===== src/hw/watchdog_pkg.sv =====
/*
 holds the constants and carrier types of the watchdog flag block.
 assumes the instruction decoder delivers one-cycle instruction strobes.
*/
package watchdog_pkg;

	// --------------------------------------------------------------
	// timing
	// --------------------------------------------------------------
	localparam int unsigned CLK_HZ          = 20000000;
	localparam int unsigned STAGE_PERIOD_US = 1000;
	localparam int unsigned STAGE_CYCLES    =
		(STAGE_PERIOD_US * (CLK_HZ / 1000000));
	localparam int unsigned CNT_W           = 24;
	localparam int unsigned RESET_PULSE_US  = 1;
	localparam int unsigned RESET_CYCLES_I  =
		(RESET_PULSE_US * (CLK_HZ / 1000000));
	localparam logic [7:0]  RESET_CYCLES    = RESET_CYCLES_I[7:0];

	// --------------------------------------------------------------
	// flag and counter constants
	// --------------------------------------------------------------
	localparam logic FLAG_CLEAR = 1'h0;
	localparam logic FLAG_SET   = 1'h1;
	localparam logic [CNT_W-1:0] CNT_ZERO  = 24'h000000;
	localparam logic [CNT_W-1:0] CNT_ONE   = 24'h000001;
	localparam logic [7:0]       RST_ZERO  = 8'h00;
	localparam logic [7:0]       RST_ONE   = 8'h01;

	// --------------------------------------------------------------
	// power states
	// --------------------------------------------------------------
	typedef enum logic [1:0] {
		PWR_RUN     = 2'b00,
		PWR_ARMED   = 2'b01,
		PWR_BACKUP  = 2'b10
	} pwr_state_t;

	// instruction strobes from the decoder
	typedef struct packed {
		logic watchdog_service_instr;
		logic poweroff_enable_instr;
		logic poweroff_instr;
		logic other_instr;
	} instr_t;

	// flag view toward the core
	typedef struct packed {
		logic watchdog_arm_flag;
		logic watchdog_stage1_flag;
		logic watchdog_stage2_flag;
	} wdt_flags_t;

endpackage : watchdog_pkg


===== src/hw/wdt_period_timer.sv =====
/*
 holds the free running period divider that clocks the watchdog stages.
 assumes a synchronous active low reset and a restart strobe.
*/
`timescale 1ns/100ps
`default_nettype none

module wdt_period_timer (
	// clock and reset
	input  wire logic clk,
	input  wire logic resetn,
	// control
	input  wire logic restart,
	// period tick
	output var  logic tick
);
	import watchdog_pkg::*;

	typedef struct packed {
		logic [CNT_W-1:0] count;
		logic             tick;
	} tmr_state_t;

	localparam logic [CNT_W-1:0] LAST = STAGE_CYCLES[CNT_W-1:0] - CNT_ONE;

	tmr_state_t s;
	tmr_state_t next_s;

	// ----------------------------------------------------------
	// period counting
	// ----------------------------------------------------------
	// restart realigns the window so a service gives a full period
	always_comb begin
		next_s      = s;
		next_s.tick = FLAG_CLEAR;
		if (restart) begin
			next_s.count = CNT_ZERO;
		end else if (s.count == LAST) begin
			next_s.count = CNT_ZERO;
			next_s.tick  = FLAG_SET;
		end else begin
			next_s.count = s.count + CNT_ONE;
		end
	end

	always_ff @(posedge clk) begin
		if (!resetn) begin
			s <= '0;
		end else begin
			s <= next_s;
		end
	end

	assign tick = s.tick;

endmodule // wdt_period_timer

`default_nettype wire


===== src/hw/watchdog_backup_flags.sv =====
/*
 holds the watchdog flag logic with the power-off sequencing into back-up.
 assumes instruction strobes are one cycle wide and synchronous to clk,
 and that a wake source outside leaves back-up by resetting the core.
*/
`timescale 1ns/100ps
`default_nettype none

// How it works
// - service instruction sets the arm flag outside back-up
// - service instruction clears first-stage flag
// - back-up entry initializes all watchdog flags
// - stage2 set during entry may still reset
// - power-off needs prior enable instruction
module watchdog_backup_flags (
	// clock and reset
	input  wire logic                      clk,
	input  wire logic                      resetn,
	// instruction strobes
	input  wire watchdog_pkg::instr_t      instr,
	// flags toward the core
	output var  watchdog_pkg::wdt_flags_t  flags,
	// power and reset outputs
	output var  logic                      osc_stop,
	output var  logic                      backup_mode,
	output var  logic                      wdt_reset
);
	import watchdog_pkg::*;

	typedef struct packed {
		pwr_state_t pwr;
		logic       arm;
		logic       stage1;
		logic       stage2;
		logic       rst;
		logic [7:0] rst_cnt;
		logic       osc_stop;
		logic       backup;
	} wd_state_t;

	wd_state_t s;
	wd_state_t next_s;
	logic      tick;
	logic      service;

	assign service = instr.watchdog_service_instr;

	// ----------------------------------------------------------
	// stage period source
	// ----------------------------------------------------------
	wdt_period_timer u_period (
		.clk    (clk),
		.resetn (resetn),
		.restart(service),
		.tick   (tick)
	);

	// ----------------------------------------------------------
	// flag and power sequencing
	// ----------------------------------------------------------
	// the timeout chain: tick sets stage1, a second tick with stage1
	// still set raises stage2, and stage2 while armed fires reset
	always_comb begin
		next_s = s;
		// reset pulse stretch so the device reset logic sees it
		if (s.rst_cnt != RST_ZERO) begin
			next_s.rst_cnt = s.rst_cnt - RST_ONE;
		end else begin
			next_s.rst = FLAG_CLEAR;
		end
		// watchdog stages run only while armed and not in back-up
		if (s.arm && !s.backup && tick) begin
			if (s.stage1) begin
				next_s.stage2 = FLAG_SET;
			end else begin
				next_s.stage1 = FLAG_SET;
			end
		end
		if (service) begin
			next_s.arm    = FLAG_SET;
			next_s.stage1 = FLAG_CLEAR;
		end
		// stage2 raised while armed: reset, even during entry
		if (s.arm && s.stage2) begin
			next_s.rst     = FLAG_SET;
			next_s.rst_cnt = RESET_CYCLES;
		end
		unique case (s.pwr)
			PWR_RUN: begin
				if (instr.poweroff_enable_instr) begin
					next_s.pwr = PWR_ARMED;
				end
			end
			PWR_ARMED: begin
				// a service or other instruction drops the enable; a repeated enable keeps it
				if (instr.poweroff_instr) begin
					next_s.pwr      = PWR_BACKUP;
					next_s.backup   = FLAG_SET;
					next_s.osc_stop = FLAG_SET;
					next_s.arm      = FLAG_CLEAR;
					next_s.stage1   = FLAG_CLEAR;
					next_s.stage2   = FLAG_CLEAR;
				end else if (instr.watchdog_service_instr ||
				             instr.other_instr) begin
					next_s.pwr = PWR_RUN;
				end
			end
			PWR_BACKUP: begin
				// held until device reset; flags stay initialized
				next_s.arm    = FLAG_CLEAR;
				next_s.stage1 = FLAG_CLEAR;
				next_s.stage2 = FLAG_CLEAR;
			end
			default: begin
				next_s.pwr = PWR_RUN;
			end
		endcase
		// race: stage2 rising in the entry cycle still resets; the
		// reset branch above reads the old, still clear stage2, so this branch raises it
		if (s.pwr == PWR_ARMED && instr.poweroff_instr &&
		    s.arm && s.stage1 && tick) begin
			next_s.rst     = FLAG_SET;
			next_s.rst_cnt = RESET_CYCLES;
		end
	end

	always_ff @(posedge clk) begin
		if (!resetn) begin
			s <= '0;
		end else begin
			s <= next_s;
		end
	end

	// outputs straight from state flops
	assign flags.watchdog_arm_flag    = s.arm;
	assign flags.watchdog_stage1_flag = s.stage1;
	assign flags.watchdog_stage2_flag = s.stage2;
	assign osc_stop    = s.osc_stop;
	assign backup_mode = s.backup;
	assign wdt_reset   = s.rst;

endmodule // watchdog_backup_flags

`default_nettype wire


===== config.mk =====
export PLATFORM = sky130hd
export DESIGN_NAME = watchdog_backup_flags
export DESIGN_NICKNAME = d
export VERILOG_FILES = /design/src/hw/watchdog_pkg.sv /design/src/hw/wdt_period_timer.sv /design/src/hw/watchdog_backup_flags.sv
export SDC_FILE = /design/constraint.sdc
export NUM_CORES = 1
export LEC_CHECK = 0
export ABC_AREA = 1
export BUFFER_PORTS_ARGS = -buffer_cell sky130_fd_sc_hd__buf_2
export CAP_MARGIN = 40
export CORE_MARGIN = 5
export CORE_UTILIZATION = 35
export DETAILED_ROUTE_END_ITERATION = 12
export PLACE_DENSITY = 0.61
export RECOVER_POWER = 50
export SYNTH_ARGS = -nofsm -noshare
export SYNTH_HDL_FRONTEND = slang
export SYNTH_SLANG_ARGS = --single-unit

===== constraint.sdc =====
create_clock -name clk -period 1.6 [get_ports clk]
set_input_delay 0.48 -clock clk [delete_from_list [all_inputs] [get_ports clk]]
set_output_delay 0.48 -clock clk [all_outputs]
set_load 0.1 [all_outputs]

Word level (Yosys, flattened, before mapping)
Index checks and enable logic that the tools add are counted.
Widths: inputs -> output; s select.

operators by class
  reduce and logical (&&, ||, !) cells = 17
  equal/unequal tests = 6
  bitwise operators = 2
  $add $sub $neg = 2
  mux-type cells = 14

operators by type and width
  cell                   count
  $add 24x1->24 const B  1
  $eq 24x15->1 const B   1
  $mux 9                 2
  $mux 2                 5
  $mux 8                 1
  $reduce_bool 8->1      1
  $sub 8x1->8 const B    1
  $logic_and 1x1->1      7
  $pmux 2 s3             1
  $pmux 3 s2             1
  $reduce_or 3->1        2
  $mux 1                 3
  $mux 3                 1
  $ne 3x1->1 const B     1
  $ne 3x3->1 const B     1
  $reduce_and 3->1       1
  $reduce_bool 3->1      1
  $eq 2x1->1 const B     1
  $eq 2x2->1 const B     1
  $logic_not 2->1        1
  $ne 2x2->1 const B     1
  $not 1->1              2
  $reduce_and 2->1       1
  $reduce_or 2->1        1
  other kinds (2)        2

word-level totals
  register bits after elaboration = 40
  input port bits = 6
  word-level logic and storage cells = 51

Depth between registers and ports, before layout
Gate-level depths: netlist of run 1.

  depth after elaboration = 7
  mapped depth = 9
  depth with buffers taken out = 9

Modules after synthesis
Synthesis of run 1 repeated with hierarchy kept, for this count alone.

unflattened totals
  cell total of the unflattened synthesis = 327
  area, all modules = 2,316.0 sq um

by module, submodules not included
  module                 instances  seq. area each (sq um)  area an instance (sq um)  cells an instance
  wdt_period_timer       1          500.5                   1,398.8                   198
  watchdog_backup_flags  1          300.3                   917.1                     129

Worst setup path after synthesis of run 1
OpenSTA, ideal clock, no wires.

  path type = register to output
  from = register backup_mode (netlist name)
  to = output port osc_stop
  stages on the path, launching flop included = 2
  slack = -253 ps
  required time = 1,120 ps
  arrival = 1,373 ps
  cell sequence = dfxtp_1 > buf_4

RTL lines
  what       RTL line                     source
  to (decl)  watchdog_backup_flags.sv:24  output var logic osc_stop,

Final worst setup path of run 1
  from = register s (netlist bit flags[0])
  to = output port flags[0] in the netlist's numbering

RTL lines
  what                    RTL line                      source
  from (decl)             watchdog_backup_flags.sv:41   wd_state_t s;
  from (signal assigned)  watchdog_backup_flags.sv:131  s <= next_s;
  to (decl)               watchdog_backup_flags.sv:22   output var watchdog_pkg::wdt_flags_t flags,

No word-level cell between the ends.

==> results of run 1 <==
## cell usage in the layout, fill, tap and decap left out, types with 3 or more instances in the layout
| master | synthesis | final |
|---|---|---|
| nand2_1 | 81 | 80 |
| nor2_1 | 57 | 57 |
| inv_1 | 44 | 44 |
| dfxtp_1 | 40 | 40 |
| nand3_1 | 24 | 23 |
| a21oi_1 | 15 | 15 |
| buf_2 | 0 | 9 |
| xor2_1 | 7 | 7 |
| ha_1 | 7 | 7 |
| xnor2_1 | 6 | 6 |
| nor2_4 | 5 | 5 |
| nand4_1 | 5 | 5 |
| clkbuf_8 | 0 | 5 |
| nand2_2 | 3 | 4 |
| nor2_2 | 4 | 4 |
| buf_4 | 4 | 3 |
## stage by stage
step                      instances  util, %
after CTS                       411     40.2
after detailed placement        403     38.7
final                           411     40.1
after floorplan                 320        -
after global routing            411     40.1
after global placement          403     38.7
## timing repair
action	CTS	global route
hold endpoints to repair	0	0
buffers inserted	0	0
pin swaps	0	0
resized for setup	1	2
endpoints found under the setup margin	1	4
## state kept, by name (all words and copies together) (netlist names)
signal and flops:
backup_mode 1, u_period.tick 1, s 10, flags 3
u_period.s 24, wdt_reset 1
## cells by family (layout without fill, tap and decap cells)
kind of cell    Yosys count  count (layout)
xor+xnor                 13              13
fa+ha+maj                 7               7
compound gates           20              20
flops                    40              40
simple gates            189             189
buf+inv                  51              67
## cell type report
class | instances | area, um^2 | share of cell area, %
clock inverters | 3 | 18.8 | 0.781
multi-input cells | 229 | 1160 | 48.1
well taps | 75 | 93.8 | 3.91
inverters | 45 | 169 | 7.03
repair buffers | 14 | 95.1 | 3.96
clock buffers | 5 | 68.8 | 2.86
flip-flops and latches | 40 | 801 | 33.3
## power breakdown
| group | total (mW) | switching (mW) | internal, mW |
|---|---|---|---|
| logic | 0.815 | 0.506 | 0.309 |
| clock network | 0.662 | 0.358 | 0.304 |
| registers | 1.17 | 0.0705 | 1.10 |
| total | 2.65 | 0.935 | 1.72 |
## routing by layer
layer  part of all wire (%)  vias to the layer above
li1                       -                     1008
met2                     44                       26
met1                     51                      792
met5                      0                        -
met4                   0.57                        0
met3                    5.0                        2
## path summary, 6_finish.rpt
kind | startpoint | to
max | flags[0] | flags[0]
min | instr[3] | u_period.tick
min reg2reg | flags[0] | flags[0]
max reg2reg | u_period.s[1] | u_period.s[18]
==> run summary, run 1 <==
The run finished with clean final reports. The critical path depth in cells was 1; the arrival time of data at the critical path endpoint was 1.06 ns. The tools report the count of maximum capacitance violations as 0. The fraction of layout instances using a drive strength above 1 works out to 12.5%. The final non-filler cell area came out at 2400 um^2. In the global route stage, overall resource usage came out at 11.8%. The synthesized-area fraction occupied by and/or/nand/nor cells was 38.7%; the final routed DRC violation total was 0.

Via count of the first global-routing pass: 1753. After Yosys synthesis, XOR and XNOR cells account for 5.24% of the synthesized area. The critical path capture point type is an output port. The commonest cells after synthesis are nand2_1, nor2_1, inv_1.

The tools report the initial antenna violation count as 0. The post-placement cell area is 2320 um^2, and the shortest clock period the worst path allows after layout is 1.54 ns. The total global routing overflow is 0.

The number of buffer and inverter instances along the worst setup path is 1, and the depth of the worst hold-timing path is 2. The clock root buffer master was clkbuf_8. The average wire per cell in the routed design works out to 9.90 um.

The completed layout was analyzed and its total power is 2.65 mW. The logs give 5 for the iteration count of the initial detailed-routing pass and 0.29 ns for the clock latency reported for the late side of the worst-skew pair. After synthesis, the largest family of logic cells by area is simple AND/OR/NAND/NOR gates. The run gives 0 as the count of warnings emitted by yosys. The leakage power figure came out at 0.956 nW. The post-route fraction of the period consumed by the critical path is 96.3%.

The startpoint type of the worst setup path is a flip-flop. The clock-pin slew on the worst setup and hold paths is 0.08 ns. The summed instance area of the synthesized netlist was 2170 um^2.

Summed over all nets, the half-perimeter wirelength after detailed placement is 3140 um. Ranked by total cell area, the synthesized netlist is headed by dfxtp_1, nand2_1, nor2_1. The share of synthesized area in the top cell type comes to 36.9%. After detailed routing, the total wire length is 4070 um. The worst register-to-register path has a depth of 7.

In the synthesized netlist the dominant register cell turns out to be dfxtp_1. VDD sags by at most 0.608 mV. The critical path in this run is classified as flip-flop to output port.

The logs give 19.2% for the global routing met2 resource utilization and 0.906 for the global placer's final weighted congestion. The count of nets left with antenna violations once routing finished came out at 0. The number of different library cells used by synthesis comes to 27. Timing would allow up to 649 MHz.

In the post-synthesis netlist, the cell with the most instances is nand2_1. The floorplan has 28 rows. The final setup violation count was 0. On the final layout, the worst hold slack is 0.392 ns.

The run gives 348 as the number of nets in the layout. Across all setup checks in the final design, the least slack found is 0.0588 ns. Entering global routing, the biggest net connects 25 pins. The number of H-tree branching levels is 2. In this run the standard cell core region covers 5990 um^2.

The number of cells produced by synthesis was 320; the synthesized flop and latch total was 40. The largest fanout on the critical path works out to 3. The routed layout has 1828 vias. Tightest slew margin relative to the limit: 67.9%.

For the number of hold violations in the final report, the log shows 0. The number of fill cells is 650. 0 antenna diodes ended up in the layout. Max-slew violation count: 0. The global-route wire length before repair is 7410 um. The post-synthesis compound-gate area fraction is 4.96%. Of all cell types, the one taking the most synthesized area is dfxtp_1. The proportion of synthesized area in mux cells works out to 0%.

TritonCTS built the clock tree. After Yosys synthesis, full adders, half adders and majority gates account for 4.03% of the synthesized area. The starting utilization of the core area was 36.2%.

The aggregate negative setup slack came out at 0 ns. In this run, CTS created clock tree buffers numbering 5. The met1 layer usage reported by global route is 15.5%, and the die area is 7880 um^2. Setup repair after global routing left no endpoint under its margin. The number of buffers added on ports is 11.

Counting every net in the synthesized netlist gives 333. The area added between synthesis and finish was 10.7%. The signal on the critical path passes through buf_2. The clock net in this run drives a total of 40 sinks. The cell family contributing the most delay on the critical path is buffers and inverters. At the pin with the least slew margin, the transition time is 0.484 ns. Worst stage delay on the critical path: 0.43 ns. The largest individual stage delay along the critical path comes from the cell buf_2.

Between clock sinks in the finished design, the worst skew comes to 0.00636 ns. The count of flip-flops with a built-in enable after synthesis was 0. Dividing the detail-routed via count by the number of cells gives 4.45. The setup slack at placement was 0.127 ns; the number of ports placed on the die boundary was 12. The floorplan step set the die height to 88.8 um. Data on the critical path is required at its endpoint by 1.12 ns. The number of hold buffers added after CTS was 0.

For this design the ratio of total power to cell area is 1100 nW/um^2. In this run the deepest clock path goes through 2 buffers. The layer with the highest usage after global routing was met2. Across all register-to-register paths, the minimum setup slack is 0.11 ns.

The kind of path behind the tightest hold check was primary input to flip-flop. Die boundary width: 88.8 um. The met3 global-route usage was 3.17%. In this run the mean area of a mapped cell was 6.78 um^2. Sequential elements use 36.9% of the synthesized area. After synthesis, the share of flip-flops with an asynchronous set or reset is 0%. The detailed router finished its first iteration with 73 violations.
Note: power is estimated with default switching activity, not from simulation.
==> run 2: changes to the inputs <==
Settings changed: ABC_CLOCK_PERIOD_IN_PS set to 1600, PLACE_DENSITY 0.61 to not set, PLACE_DENSITY_LB_ADDON set to 0.12.
==> run 2 against run 1 <==
Final area increased by 0.36%. Register-to-register slack better by 0.03 ns. Non-clock buffer count up 1. Clock power down 3.3%. Sequential cell count unchanged. Critical path depth is the same. Combinational power barely moved. Clock skew is 0.0036 ns lower. Global-route usage is 1.1 points higher. Via count up 1.3%. Routed wire length up 7.9%. Largest cell class unchanged.
==> run summary, run 2 (same netlist as run 1, synthesis figures left out) <==
The tools report the initial antenna violation count as 0 (unchanged). The logs give 0 (unchanged) for the max-slew violation count and 917 uW (was 935 uW) for the net switching power. The run gives 2 (unchanged) as the buffer levels on the longest clock path. The global placer's final weighted congestion was 0.754 (was 0.906). The internal power consumption came out at 1.72 mW (about the same).

The area of the core is 5990 um^2 (unchanged). The tools report the worst setup path startpoint as wdt_reset (was flags[0]). The global-route wire length before repair is 7930 um (was 7410 um). The number of nets with antenna violations after detailed routing is 0 (unchanged). The source of the worst hold timing path was instr[3] (unchanged). The worst setup path category is flip-flop to output port (unchanged).

Highest-delay cell along the critical path: buf_2 (unchanged). The kind of path behind the tightest hold check was primary input to flip-flop (unchanged). For the post-cts hold buffer count, the log shows 0 (unchanged). The aggregate negative setup slack came out at 0 ns (unchanged). The fraction of layout instances using a drive strength above 1 is 12.5% (unchanged), and the required time of the critical path is 1.12 ns (about the same).

The number of nets in the layout was 349 (was 348). The worst stage delay on the critical path works out to 0.43 ns (about the same). The iteration count of the initial detailed-routing pass is 4 (was 5). The upper clock frequency limit came out at 656 MHz (was 649 MHz). The run gives 7880 um^2 (unchanged) as the die area. The leading cell type in the layout, fill and taps excluded was nand2_1 (unchanged). The row count was 28 (unchanged). The clock root buffer master is clkbuf_8 (unchanged). The post-route fraction of the period consumed by the critical path works out to 95.3% (was 96.3%). The tools report the reg-to-reg critical path startpoint as u_period.s[1] (unchanged). Cell family contributing the most delay on the critical path: buffers and inverters (unchanged).

For the via count, the log shows 1852 (was 1828). The average wire per cell in the routed design is 10.7 um (was 9.90 um), and the largest vdd supply drop is 0.531 mV (was 0.608 mV). The global routing usage summed across all routing layers was 12.9% (was 11.8%). The number of flip-flops in the largest register is 24 (unchanged).

Count of maximum capacitance violations: 0 (unchanged). For the final routed DRC violation total, the log shows 0 (unchanged). The via density per instance works out to 4.51 (was 4.45).

Critical path capture point type: an output port (unchanged). The run gives 0 (unchanged) as the antenna diode count. The number of buffers added on ports was 11 (unchanged); the shortest clock period the worst path allows after layout was 1.52 ns (was 1.54 ns).

The count of clock tree sinks is 40 (unchanged), and the switching fraction of total power is 34.8% (was 35.2%). The logs give 5 (unchanged) for the number of CTS-inserted buffers and 30.9% (was 30.7%) for the part of the power in combinational logic. The vertical die dimension came out at 88.8 um (unchanged). The leakage power figure was 0.948 nW (was 0.956 nW); the final setup violation count was 0 (unchanged). The power per cell area is 1090 nW/um^2 (was 1100 nW/um^2). The tools report the clock latency reported for the late side of the worst-skew pair as 0.29 ns (about the same). Area added between synthesis and finish: 11.1% (was 10.7%). The number of H-tree branching levels was 2 (unchanged); the number of hold violations in the final report was 0 (unchanged).

The largest fanout on the critical path was 2 (was 3). The arrival time of data at the critical path endpoint is 1.04 ns (was 1.06 ns). The run gives 24.3% (was 25.0%) as the fraction of power consumed by the clock network. The register with the highest flop count is u_period.s (unchanged). The run finished with clean final reports. TritonCTS built the clock tree. The logs give 3420 um (was 3140 um) for the detailed placer's ending HPWL and 67.6% (was 67.9%) for the tightest slew margin relative to the limit. Clock-pin slew on the worst setup and hold paths: 0.08 ns (about the same). The number of ports placed on the die boundary is 12 (unchanged). The total global routing overflow was 0 (unchanged). The via count of the first global-routing pass was 1819 (was 1753). The number of buffer and inverter instances along the worst setup path came out at 1 (unchanged).

The run gives 4390 um (was 4070 um) as the total wirelength of the detailed-routed design. Setup repair after global routing left no endpoint under its margin. For the starting utilization of the core area, the log shows 36.2% (unchanged). The power share of the sequential group is 44.8% (was 44.3%), and the die boundary width is 88.8 um (unchanged).

Commonest cells after routing, fill and taps aside: nand2_1, nor2_1, inv_1 (unchanged). The overall power after layout came out at 2.63 mW (was 2.65 mW). The tools report the startpoint type of the worst setup path as a flip-flop (unchanged).

The maximum number of pins on one net before global-route repair was 15 (was 25). Ordered list of cells on the worst path: buf_2 (unchanged). Number of design-rule violations left by the first detailed-router iteration: 43 (was 73). The worst-margin pin slew is 0.490 ns (was 0.484 ns), and the final clock skew is 0.00272 ns (was 0.00636 ns).
run 2: cell count changes in the layout (fill, tap and decap cells not counted), sizes merged:
| cell | change |
|---|---|
| clkinv | -2 |
| clkbuf | +2 |
run 2: layout make-up:
| type | count | area (um^2) |
|---|---|---|
| tap | 75 | 93.8 |
| fill | 640 | 3580 |
| sequential | 40 | 802 |
| clock buffer | 6 | 72.6 |
| timing repair buffer | 15 | 105 |
| clock inverter | 1 | 5.00 |
| multi-input combinational | 229 | 1160 |
| inverter | 45 | 169 |
run 2: power by group through the flow:
stage / registers, mW / clock network, mW / logic, mW
3_3_place_gp: 1.20 / 0 / 0.816
5_1_grt: 1.20 / 0.706 / 0.978
6_report: 1.18 / 0.640 / 0.814
2_1_floorplan: 1.21 / 0 / 0.653
4_1_cts: 1.18 / 0.670 / 0.824
3_5_place_dp: 1.20 / 0 / 0.821
run 2: worst paths after layout:
path / to / slack, ns / cells after the start
hold / removal: u_period.tick / 0.39 / 2
hold reg to reg: flags[0] / 0.46 / 2
setup reg to reg: u_period.s[9] / 0.14 / 7
setup / recovery: wdt_reset / 0.08 / 1
run 2: timing repair:
| item | in CTS | in global routing |
|---|---|---|
| endpoints found under the hold margin | 0 | 0 |
| gates resized for setup | 0 | 5 |
| endpoints found under the setup margin | 0 | 15 |
| buffers inserted | 0 | 0 |
run 2: stage by stage:
step | cell area, um^2 | hold slack (ns) | utilization [%] | worst slack [ns] | cells
2_1_floorplan | 2170 | 0.430 | - | 0.0882 | 320
3_3_place_gp | 2330 | 0.445 | 38.8 | 0.0807 | 404
3_5_place_dp | 2330 | 0.456 | 38.8 | 0.100 | 404
4_1_cts | 2400 | 0.383 | 40.1 | 0.00272 | 411
5_1_grt | 2410 | 0.388 | 40.2 | 0.00711 | 411
6_report | 2410 | 0.389 | 40.2 | 0.0756 | 411
run 2: per-layer routing:
layer	wire [um]	global-route usage (%)
met1	2110	15.9
met2	2020	22.1
met3	194	2.51
met4	61	4.95
met5	0	0
==> run 3: changes to the inputs <==
Settings changed: ABC_AREA 1 to not set, GPL_TIMING_DRIVEN set to 0.
==> run 3 against run 2 <==
The flow now finishes with violations (negative setup slack). Sequential cell count stayed put. Total power is 2.9% higher. Die area is 12% lower. Via count is 14% lower. Final area is 2.3% higher. Highest routed layer unchanged.
==> run summary, run 3 <==
The run finished, with violations left. The final reports fail on negative setup slack. Worst stage delay on the critical path: 0.37 ns (was 0.43 ns). Most area-hungry cell type in the Yosys netlist: dfxtp_1 (unchanged). The logs give 0.532 mV (was 0.531 mV) for the largest vdd supply drop and 13 (was 15) for the maximum number of pins on one net before global-route repair. The sequential share of the synthesized area was 42.6% (was 36.9%); the number of buffer and inverter instances along the worst setup path was 3 (was 1). The final clock skew was 0.00585 ns (was 0.00272 ns).

The run gives 230 (was 333) as the net count after synthesis. The shortest clock period the worst path allows after layout was 1.68 ns (was 1.52 ns). The reg-to-reg critical path startpoint was u_period.s[1] (unchanged). Worst-margin pin slew: 0.488 ns (was 0.490 ns). The count of clock tree sinks came out at 40 (unchanged). The end point of the worst hold path was wdt_reset (was u_period.tick). The area occupied by multi-input gates is 1070 um^2 (was 1160 um^2), and the final setup violation count is 23 (was 0). The run gives 1880 um^2 (was 2170 um^2) as the summed instance area of the synthesized netlist. The dominant synthesized flop cell was dfxtp_1 (unchanged). The run gives 42 (was 43) as the number of design-rule violations left by the first detailed-router iteration.

The required time of the critical path is 1.79 ns (was 1.12 ns). The setup slack after layout came out at -0.0818 ns (was 0.0756 ns). The logs give 0 (unchanged) for the antenna diode count and 0 (unchanged) for the post-cts hold buffer count. The power per cell area is 1100 nW/um^2 (was 1090 nW/um^2), and the count of unique library cells instantiated by Yosys is 40 (was 27).

The post-route fraction of the period consumed by the critical path is 105% (was 95.3%). The max-slew violation count is 0 (unchanged). The logs give 2 (unchanged) for the buffer levels on the longest clock path and 836 um^2 (was 802 um^2) for the sequential cell area.

The highest-delay cell along the critical path is dfxtp_4 (was buf_2). Most frequent cells after synthesis: dfxtp_1, nor2_1, nand2_1 (was nand2_1, nor2_1, inv_1). The critical path depth in cells is 8 (was 1). The number of nets with antenna violations after detailed routing came out at 0 (unchanged). The logs give 0.942 nW (was 0.948 nW) for the leakage power figure and 0.455 ns (was 0.389 ns) for the worst hold slack across all endpoints. The upper clock frequency limit was 595 MHz (was 656 MHz); the depth of the worst hold-timing path was 2 (unchanged). The most frequently used cell type in the post-synthesis netlist is dfxtp_1 (was nand2_1).

The via count was 1587 (was 1852). The count of flip-flops with a built-in enable after synthesis is 0 (unchanged). The global routing usage summed across all routing layers is 12.2% (was 12.9%). The tools report the overall power after layout as 2.71 mW (was 2.63 mW). The number of buffers added on ports was 11 (unchanged); the area added between synthesis and finish was 31.2% (was 11.1%).

Commonest cells after routing, fill and taps aside: nor2_1, dfxtp_1, buf_4 (was nand2_1, nor2_1, inv_1). Share of the synthesized area in the top cell type: 42.6% (was 36.9%). The kind of path behind the tightest hold check was flip-flop to flip-flop (was primary input to flip-flop). The leading cell type in the layout, fill and taps excluded is nor2_1 (was nand2_1).

The capture instance of the worst register-to-register path was u_period.s[4] (was u_period.s[9]). The via density per instance is 4.87 (was 4.51). For the row count, the log shows 26 (was 28). Biggest area contributors in the synthesized netlist: dfxtp_1, nor2_1, xnor2_1 (was dfxtp_1, nand2_1, nor2_1).

The logs give 0 (unchanged) for the total global routing overflow and 2690 um (was 3420 um) for the detailed placer's ending HPWL. The number of nets in the layout was 268 (was 349). The proportion of synthesized flip-flops having asynchronous set or reset was 0% (unchanged); the clock latency reported for the late side of the worst-skew pair was 0.29 ns (about the same). The tools report the tightest slew margin relative to the limit as 67.7% (was 67.6%). The setup slack at placement was -0.330 ns (was 0.100 ns); the area of the core was 5170 um^2 (was 5990 um^2). The number of ports placed on the die boundary was 12 (unchanged); the vertical die dimension was 83.3 um (was 88.8 um).

The tools report the final standard cell utilization of the core as 47.7% (was 40.2%). Setup repair after global routing could not meet its margin everywhere. Average wire per cell in the routed design: 12.9 um (was 10.7 um).

The register with the highest flop count is u_period.s (unchanged). The die boundary width was 83.3 um (was 88.8 um); the number of CTS-inserted buffers was 5 (unchanged). The global placer's final weighted congestion is 0.756 (was 0.754), and the number of flip-flops in the largest register is 24 (unchanged).

The tools report the number of fill cells as 510 (was 640). The starting utilization of the core area is 36.4% (was 36.2%). TritonCTS built the clock tree.

For the final non-filler cell area, the log shows 2470 um^2 (was 2410 um^2). For the setup slack on the worst flop-to-flop path, the log shows -0.08 ns (was 0.14 ns). The count of maximum capacitance violations is 0 (unchanged). The clock-pin slew on the worst setup and hold paths came out at 0.08 ns (about the same).

The synthesized flop and latch total was 40 (unchanged). The tools report the startpoint type of the worst setup path as a flip-flop (unchanged). The worst setup path category is flip-flop to flip-flop (was flip-flop to output port). The run gives 7070 um (was 7930 um) as the global-route wire length before repair.

The cell family contributing the most delay on the critical path was simple AND/OR/NAND/NOR gates (was buffers and inverters). The run gives 217 (was 320) as the number of cells produced by synthesis. The source of the worst hold timing path was wdt_reset (was instr[3]). The number of hold violations in the final report was 0 (unchanged).

Via count of the first global-routing pass: 1521 (was 1819). The post-placement cell area was 2040 um^2 (was 2330 um^2). The per-instance average area after synthesis is 8.67 um^2 (was 6.78 um^2), and the count of cells along the worst register-to-register path is 8 (was 7).

The final routed DRC violation total was 0 (unchanged); the fraction of layout instances using a drive strength above 1 was 28.5% (was 12.5%). The clock root buffer master is clkbuf_8 (unchanged). The arrival time of data at the critical path endpoint is 1.87 ns (was 1.04 ns), and the number of H-tree branching levels is 2 (unchanged).

The largest fanout on the critical path came out at 6 (was 2). Ordered list of cells on the worst path: ha_2 -> and3_4 -> buf_6 -> nand4_1 -> o21ai_4 -> buf_12 -> clkbuf_16 -> nor2_1 (was buf_2). The count of warnings emitted by yosys is 0 (unchanged).

The critical path capture point type is a flip-flop (was an output port). Initial antenna violation count: 0 (unchanged). The die area was 6940 um^2 (was 7880 um^2).

For the iteration count of the initial detailed-routing pass, the log shows 4 (unchanged). Total wirelength of the detailed-routed design: 4210 um (was 4390 um).
## run 3: changes by cell type after synthesis, moves of 5 or more
cell | before | now
inv_1 | 44 | 9
nand2_1 | 81 | 15
nand3_1 | 24 | 8
nor2_1 | 57 | 34
nor2_4 | 5 | 0
nor4_1 | 0 | 5
o31ai_1 | 0 | 5
or4_1 | 0 | 5
xnor2_1 | 6 | 11
## run 3: how the worst max path moves through the flow
stage	from	slack [ns]	to
2_1_floorplan	u_period.s[3]	-0.06	u_period.s[20]
3_5_place_dp	u_period.s[1]	-0.33	u_period.s[13]
4_1_cts	u_period.s[1]	-0.08	u_period.s[20]
5_1_grt	u_period.s[1]	-0.13	u_period.s[8]
3_3_place_gp	u_period.s[1]	-0.37	u_period.s[14]
6_report	u_period.s[1]	-0.08	u_period.s[4]
## run 3: layout make-up
cell class | instances | share of cell area, %
Multi-Input combinational cell | 160 | 43.4
Sequential cell | 40 | 33.9
Timing Repair Buffer | 31 | 10.1
Tap cell | 70 | 3.55
Buffer | 8 | 3.35
Clock buffer | 6 | 2.94
Clock inverter | 2 | 1.42
Inverter | 9 | 1.37
## run 3: metal layers
| metal | up-vias | GRT usage (%) | part of all wire [%] |
|---|---|---|---|
| met5 | - | 0 | 0 |
| met4 | 0 | 4.46 | 0.95 |
| met3 | 4 | 3.56 | 3.7 |
| met2 | 16 | 18.5 | 45 |
| met1 | 721 | 16.3 | 50 |
| li1 | 846 | - | - |
## run 3: cells by family after synthesis
family	after synthesis	synth area share (%)
AO/OA/AOI/OAI	32	10.6
buffers and inverters	17	4.66
XOR/XNOR	18	8.38
flip-flops	40	42.6
multiplexers	1	0.532
adder cells (fa/ha/maj)	7	4.66
AND/OR/NAND/NOR	102	28.6
## run 3: worst min-delay path, delay by kind of cell (launching register included)
family	cells	cell delay, ns
flops	1	0.31
compound gates	1	0.05
simple gates	1	0.05
## run 3: timing repair
item                                    in CTS  in global routing
endpoints found under the setup margin      27                 30
gates cloned                                 1                  1
resized for setup                           31                 16
setup buffers                               13                  5
pin swaps                                   13                  6
## run 3: per-stage QoR
| stage | std cells | setup TNS (ns) |
|---|---|---|
| final | 326 | -1.42 |
| after global routing | 326 | -2.82 |
| after CTS | 320 | -0.816 |
| after detailed placement | 298 | -6.71 |
| after global placement | 298 | -7.53 |
| after floorplan | 217 | -0.203 |
## run 3: power by group
part	internal [mW]	switching [mW]	total (mW)
registers	1.09	0.107	1.20
logic	0.318	0.372	0.691
clock network	0.463	0.359	0.822
